[config.mk]
export PLATFORM = sky130hd
export DESIGN_NAME = crcss_core
export DESIGN_NICKNAME = d
export VERILOG_FILES = /design/src/core/crcss_feedback.v /design/src/core/crcss_core.v
export VERILOG_INCLUDE_DIRS = /design/src /design/src/core
export SDC_FILE = /design/constraint.sdc
export NUM_CORES = 1
export LEC_CHECK = 0
export BUFFER_PORTS_ARGS = -buffer_cell sky130_fd_sc_hd__clkbuf_2
export CORE_ASPECT_RATIO = 0.7
export CORE_UTILIZATION = 45
export DETAILED_ROUTE_END_ITERATION = 16
export PLACE_DENSITY = 0.72
export RECOVER_POWER = 25
export SYNTH_ARGS = -nofsm -noshare
export SYNTH_HDL_FRONTEND = slang
export SYNTH_SLANG_ARGS = --single-unit
[constraint.sdc]
create_clock -name clk -period 2.8 [get_ports clk]
set_input_delay 0.56 -clock clk [delete_from_list [all_inputs] [get_ports clk]]
set_output_delay 0.56 -clock clk [all_outputs]
set_load 0.02 [all_outputs]
[src/core/crcss_defs.vh]
`ifndef CRCSS_DEFS_VH
`define CRCSS_DEFS_VH

// ----------------------------------------
// Shift counter presets and widths
// ----------------------------------------
`define CRCSS_PRESET_8 3'h0
`define CRCSS_PRESET_6 3'h2
`define CRCSS_CNT_MAX 3'h7
`define CRCSS_DATA_W 16

// ----------------------------------------
// Mode bit positions within mode_bits
// ----------------------------------------
`define CRCSS_MODE_WIDE 0
`define CRCSS_MODE_LRC 1
`define CRCSS_MODE_CRC_IC 2
`define CRCSS_MODE_TWO_CHAR 3

// ----------------------------------------
// Reflected polynomials
// ----------------------------------------
`define CRCSS_POLY_16 16'hA001
`define CRCSS_POLY_CCITT 16'h8408
`define CRCSS_POLY_12 12'hF01

// ----------------------------------------
// Reset values
// ----------------------------------------
`define CRCSS_DONE_RST 1'b1
`define CRCSS_DATA_RST 16'h0000
`define CRCSS_CHECK_RST 16'h0000
`define CRCSS_MOD2_RST 1'b0
`define CRCSS_QUO_RST 1'b0

`endif

[src/core/crcss_feedback.v]
`include "crcss_defs.vh"

module crcss_feedback (
  block_check_char,
  data_lsb,
  wide_check_select,
  lrc_mode,
  crc_ic_mode,
  check_next,
  quotient_bit
);
  input wire [15:0] block_check_char;
  input wire data_lsb;
  input wire wide_check_select;
  input wire lrc_mode;
  input wire crc_ic_mode;
  output reg [15:0] check_next;
  output wire quotient_bit;

  wire fb;
  wire feedback_mux_select;
  reg [15:0] wide_next;
  reg [11:0] crc12_next;
  wire [3:0] mux_a;
  wire [3:0] mux_b;
  wire [3:0] mux_out;

  // ----------------------------------------
  // Quotient and selector control
  // ----------------------------------------
  assign fb = data_lsb ^ block_check_char[0];
  assign quotient_bit = fb;
  assign feedback_mux_select = ~lrc_mode & ~wide_check_select;

  // ----------------------------------------
  // Per-mode shift and feedback paths
  // ----------------------------------------
  always @* begin
    wide_next = {1'b0, block_check_char[15:1]};
    crc12_next = {1'b0, block_check_char[11:1]};
    if (lrc_mode) begin
      if (wide_check_select) begin
        wide_next = {fb, block_check_char[15:1]};
      end else begin
        wide_next = {8'h00, fb, block_check_char[7:1]};
      end
    end else if (fb) begin
      if (crc_ic_mode) begin
        wide_next = wide_next ^ `CRCSS_POLY_CCITT;
      end else begin
        wide_next = wide_next ^ `CRCSS_POLY_16;
      end
    end
    if (fb) begin
      crc12_next = crc12_next ^ `CRCSS_POLY_12;
    end
  end

  // ----------------------------------------
  // Four-bit selector on the low nibble
  // ----------------------------------------
  assign mux_a = ~crc12_next[3:0];
  assign mux_b = wide_next[3:0];
  assign mux_out = feedback_mux_select ? ~mux_a : mux_b;

  always @* begin
    if (feedback_mux_select) begin
      check_next = {4'h0, crc12_next[11:4], mux_out};
    end else begin
      check_next = {wide_next[15:4], mux_out};
    end
  end
endmodule // crcss_feedback

[src/core/crcss_core.v]
`include "crcss_defs.vh"

module crcss_core #(
  parameter DATA_W = `CRCSS_DATA_W
) (
  clk,
  rst_b,
  data_wr,
  data_in,
  mode_bits,
  cycle_mode_enable,
  step_wr,
  clear_wr,
  data_reg_out,
  block_check_char,
  quotient_bit,
  done,
  load_shift_strobe,
  check_shift_strobe
);
  input wire clk;
  input wire rst_b;
  input wire data_wr;
  input wire [DATA_W-1:0] data_in;
  input wire [3:0] mode_bits;
  input wire cycle_mode_enable;
  input wire step_wr;
  input wire clear_wr;
  output wire [DATA_W-1:0] data_reg_out;
  output wire [15:0] block_check_char;
  output wire quotient_bit;
  output wire done;
  output wire load_shift_strobe;
  output wire check_shift_strobe;

  reg rst_meta_reg;
  reg rst_sync_reg;
  reg [DATA_W-1:0] data_reg;
  reg [15:0] check_reg;
  reg done_reg;
  reg mod2_reg;
  reg [2:0] mod8_reg;
  reg [DATA_W-1:0] data_next;
  reg [15:0] check_reg_next;
  reg done_next;
  reg mod2_next;
  reg [2:0] mod8_next;
  reg mod8_step;
  reg count_wrap;
  reg quotient_reg;
  reg quotient_next;
  wire wide_check_select;
  wire lrc_mode;
  wire crc_ic_mode;
  wire two_char_load;
  wire clock_run;
  wire shift_pulse;
  wire [15:0] check_next;
  wire [2:0] preset;

  // ----------------------------------------
  // Reset synchroniser
  // ----------------------------------------
  always @(posedge clk or negedge rst_b) begin
    if (!rst_b) begin
      rst_meta_reg <= 1'b0;
      rst_sync_reg <= 1'b0;
    end else begin
      rst_meta_reg <= 1'b1;
      rst_sync_reg <= rst_meta_reg;
    end
  end

  // ----------------------------------------
  // Counter preset and step arithmetic
  // ----------------------------------------
  function [2:0] crcss_preset_of(
    input lrc_bit,
    input wide_bit
  );
    if (~lrc_bit & ~wide_bit) begin
      crcss_preset_of = `CRCSS_PRESET_6;
    end else begin
      crcss_preset_of = `CRCSS_PRESET_8;
    end
  endfunction

  function crcss_mod8_clock(
    input two_char,
    input half_state
  );
    if (two_char) begin
      crcss_mod8_clock = half_state;
    end else begin
      crcss_mod8_clock = 1'b1;
    end
  endfunction

  function [3:0] crcss_count_step(
    input [2:0] count
  );
    crcss_count_step = {(count == `CRCSS_CNT_MAX), count + 3'h1};
  endfunction

  // ----------------------------------------
  // Mode decode and shift clock gating
  // ----------------------------------------
  assign wide_check_select = mode_bits[`CRCSS_MODE_WIDE];
  assign lrc_mode = mode_bits[`CRCSS_MODE_LRC];
  assign crc_ic_mode = mode_bits[`CRCSS_MODE_CRC_IC];
  assign two_char_load = mode_bits[`CRCSS_MODE_TWO_CHAR];

  assign clock_run = ~data_wr & ~done_reg;
  assign shift_pulse = cycle_mode_enable ? clock_run :
    (step_wr & ~data_wr);

  assign preset = crcss_preset_of(lrc_mode, wide_check_select);

  // ----------------------------------------
  // Check feedback network
  // ----------------------------------------
  crcss_feedback u_feedback (
    .block_check_char(check_reg),
    .data_lsb(data_reg[0]),
    .wide_check_select(wide_check_select),
    .lrc_mode(lrc_mode),
    .crc_ic_mode(crc_ic_mode),
    .check_next(check_next),
    .quotient_bit()
  );

  // ----------------------------------------
  // Next-state logic
  // ----------------------------------------
  always @* begin
    data_next = data_reg;
    check_reg_next = check_reg;
    done_next = done_reg;
    mod2_next = mod2_reg;
    mod8_next = mod8_reg;
    mod8_step = 1'b0;
    count_wrap = 1'b0;
    if (clear_wr) begin
      check_reg_next = `CRCSS_CHECK_RST;
      done_next = 1'b1;
    end
    if (data_wr) begin
      data_next = data_in;
      done_next = 1'b0;
      mod8_next = preset;
      mod2_next = 1'b0;
    end else if (shift_pulse) begin
      data_next = {1'b0, data_reg[DATA_W-1:1]};
      check_reg_next = check_next;
      if (two_char_load) begin
        mod2_next = ~mod2_reg;
      end
      mod8_step = crcss_mod8_clock(two_char_load, mod2_reg);
      if (mod8_step) begin
        {count_wrap, mod8_next} = crcss_count_step(mod8_reg);
        if (count_wrap) begin
          done_next = 1'b1;
        end
      end
    end
    quotient_next = data_next[0] ^ check_reg_next[0];
  end

  // ----------------------------------------
  // State registers
  // ----------------------------------------
  always @(posedge clk or negedge rst_sync_reg) begin
    if (!rst_sync_reg) begin
      data_reg <= `CRCSS_DATA_RST;
      check_reg <= `CRCSS_CHECK_RST;
      done_reg <= `CRCSS_DONE_RST;
      mod2_reg <= `CRCSS_MOD2_RST;
      mod8_reg <= `CRCSS_PRESET_8;
    end else begin
      data_reg <= data_next;
      check_reg <= check_reg_next;
      done_reg <= done_next;
      mod2_reg <= mod2_next;
      mod8_reg <= mod8_next;
    end
  end

  // ----------------------------------------
  // Quotient status register
  // ----------------------------------------
  always @(posedge clk or negedge rst_sync_reg) begin
    if (!rst_sync_reg) begin
      quotient_reg <= `CRCSS_QUO_RST;
    end else begin
      quotient_reg <= quotient_next;
    end
  end

  // ----------------------------------------
  // Outputs
  // ----------------------------------------
  assign data_reg_out = data_reg;
  assign block_check_char = check_reg;
  assign done = done_reg;
  assign quotient_bit = quotient_reg;
  assign load_shift_strobe = data_wr | shift_pulse;
  assign check_shift_strobe = shift_pulse & ~data_wr;
endmodule // crcss_core

==> flow_summary.json <==
{
  "status": "completed",
  "clkSinkCount": 40,
  "fp.dieW_um": 80.3,
  "tritoncts": "done",
  "p_seq_frac": 0.466,
  "cts_buffers": 5,
  "clock_skew_ps": 3.88,
  "drc": 0,
  "switchingPower_mw": 0.427,
  "first_pass_iters": 7,
  "dp_cells": 304,
  "place_congestion": 0.753,
  "cp_max_fo": 6,
  "fin_cells": 312,
  "initial_core_util": 0.481,
  "max_stage_delay_ps": 550,
  "synth.distinct_cells": 40,
  "cts_resized": 0,
  "crit_chain": "nand2_1 > nand3_1 > inv_2 > clkbuf_2",
  "synthArstFlopShare": 1.00,
  "clock_power_share": 0.317,
  "critical_path_depth": 4,
  "p_comb_frac": 0.217,
  "netlist_instances": 200,
  "drt_iter0_drc": 131,
  "ir_worst_vdd_mv": 0.354,
  "cts_hold_buf": 0,
  "grt_overflow": 0,
  "cts_setup_buffers": 0,
  "ys_seq_elements": 40,
  "grt_pass1_wl_mm": 6.63,
  "worstSetupStartpoint": "done$_DFF_PN1_",
  "dp_hpwl_mm": 2.76,
  "antenna_found_initial": 0,
  "p_int_mw": 1.02,
  "p_leak_nw": 1.17,
  "powerDensity_nw_per_um2": 608,
  "max_freq_mhz": 511,
  "critPathCapture": "check_shift_strobe",
  "fin_crit_ps": 1960,
  "finalHoldViolations": 0,
  "r2r_slack_ps": 1110,
  "netlist_area_sq_um": 1930,
  "rr_worst_depth": 5,
  "setup_viol": 0,
  "criticalPathCategory": "flip-flop to output pin",
  "cts-root-buf": "clkbuf_8",
  "post-route-cell-area_sq_um": 2380,
  "grt_max_degree": 39,
  "synth_edf_count": 0,
  "row_count": 19,
  "cap_violations": 0,
  "grt_pass1_vias": 1453,
  "path_buf_inv": 2,
  "cpMaxStageDelayCell": "dfstp_2",
  "insertion_delay_ps": 290,
  "syn_area_per_cell_sq_um": 9.65,
  "wirelength_mm": 3.91,
  "die_area_sq_um": 4560,
  "power_mw": 1.45,
  "syn_to_final_growth_pct": 23.3,
  "die_h_um": 56.8,
  "synthTopCellsByArea": "dfrtp_1 51%, mux2i_1 9.9%, nand2_1 7.8%, o21ai_0 5.4%, nand3_1 1.8%",
  "switching_share": 0.295,
  "htreeDepth": 2,
  "synth.yosys.warnings": 0,
  "synth_common_cells": "40 x nand2_1, 39 x dfrtp_1, 21 x o21ai_0",
  "ctsLongestPathBuffers": 2,
  "rsz0062_at_grt": "no",
  "nNetsFinal": 287,
  "clk_pin_slew_ps": 70,
  "finalMaxSlewViolations": 0,
  "worst_setup_path_start_kind": "flip-flop",
  "core_sq_um": 4020,
  "crit_family": "flip-flops",
  "placed_area_sq_um": 2270,
  "viasPerCell": 5.05,
  "synth_top_area_share": 0.506,
  "io_pins": 62,
  "ys.flop_type": "dfrtp_1",
  "synth_largest_area_cell": "dfrtp_1",
  "reg2reg_to": "quotient_bit$_DFF_PN0_",
  "r2r-start": "block_check_char[0]$_DFF_PN0_",
  "setup_tns_ps": 0,
  "drive_above_1_share": 0.308,
  "min_period_over_period": 0.699,
  "routedWlPerCell_um": 12.5,
  "cp.required_ps": 2240,
  "hp-class": "input pin to async pin",
  "diodes": 0,
  "arrival_ps": 1400,
  "dr_total_vias": 1575,
  "yosysMostFrequentCell": "nand2_1",
  "ant_nets": 0,
  "ys_seq_area_frac": 0.519,
  "grt.total_usage": 0.196,
  "port_buffers": 61,
  "end_kind": "output pin",
  "synthesis.nets": 228
}
[power groups by stage]
stage          Combinational, mW  Sequential, mW  Clock (mW)
3_3_place_gp               0.310           0.685           0
5_1_grt                    0.345           0.683       0.494
3_5_place_dp               0.315           0.686           0
2_1_floorplan              0.154           0.743           0
4_1_cts                    0.318           0.675       0.470
6_report                   0.314           0.675       0.459
[per-layer routing]
layer,wire length (um),vias up,GRT usage
met3,196,11,0.0585
li1,-,795,-
met1,1910,736,0.266
met5,0,-,0
met4,91,0,0.0944
met2,1710,33,0.286
[cells in the final DEF, fill, tap and decap left out, types with 2 or more instances in the layout]
cell,count
nand2_1,40
mux2i_1,19
clkbuf_1,2
clkbuf_8,5
ha_1,2
nand3_1,7
buf_4,5
inv_1,3
o21ai_0,21
nor3_1,2
clkbuf_2,60
nand2b_1,3
nand3b_1,2
o21ai_1,5
or3_1,2
nor2_1,7
xor2_1,2
dfrtp_1,39
a21oi_1,5
xnor2_1,4
and2_1,2
a31oi_1,3
[final cells by class]
type                       count  area, sq um
fill                         359         1640
clock buffer                   6         72.6
clock inverter                 2         35.0
sequential                    40         1000
timing repair buffer          66          342
multi-input combinational    142          848
tap                           52         65.1
inverter                       4         15.0
[worst min-delay path by stage]
stage                     depth (start not counted)                   start                             to
after floorplan                                   0                   rst_b         rst_meta_reg$_DFF_PN0_
after global placement                            1  rst_sync_reg$_DFF_PN0_  block_check_char[3]$_DFF_PN0_
after detailed placement                          1  rst_sync_reg$_DFF_PN0_  block_check_char[3]$_DFF_PN0_
after CTS                                         1                   rst_b         rst_meta_reg$_DFF_PN0_
after global routing                              1                   rst_b         rst_meta_reg$_DFF_PN0_
final                                             1                   rst_b         rst_meta_reg$_DFF_PN0_
[per-stage QoR]
stage                     hold WS (ps)  worst slack (ps)  utilization
after floorplan                    264               810            -
after global placement             306               884        0.566
after detailed placement           304               865        0.566
after CTS                         27.0               820        0.593
after global routing              31.9               734        0.592
final                             30.4               842        0.592
[logic make-up after synthesis]
| logic type | Yosys count | synth area share |
|---|---|---|
| simple gates | 73 | 0.176 |
| compound gates | 41 | 0.123 |
| flops | 40 | 0.519 |
| mux | 19 | 0.0985 |
| buf+inv | 18 | 0.0415 |
| xor+xnor | 6 | 0.0272 |
| fa+ha+maj | 2 | 0.0130 |
| other cells | 1 | 0.00194 |
No activity file was read; power rests on OpenSTA's default activity.
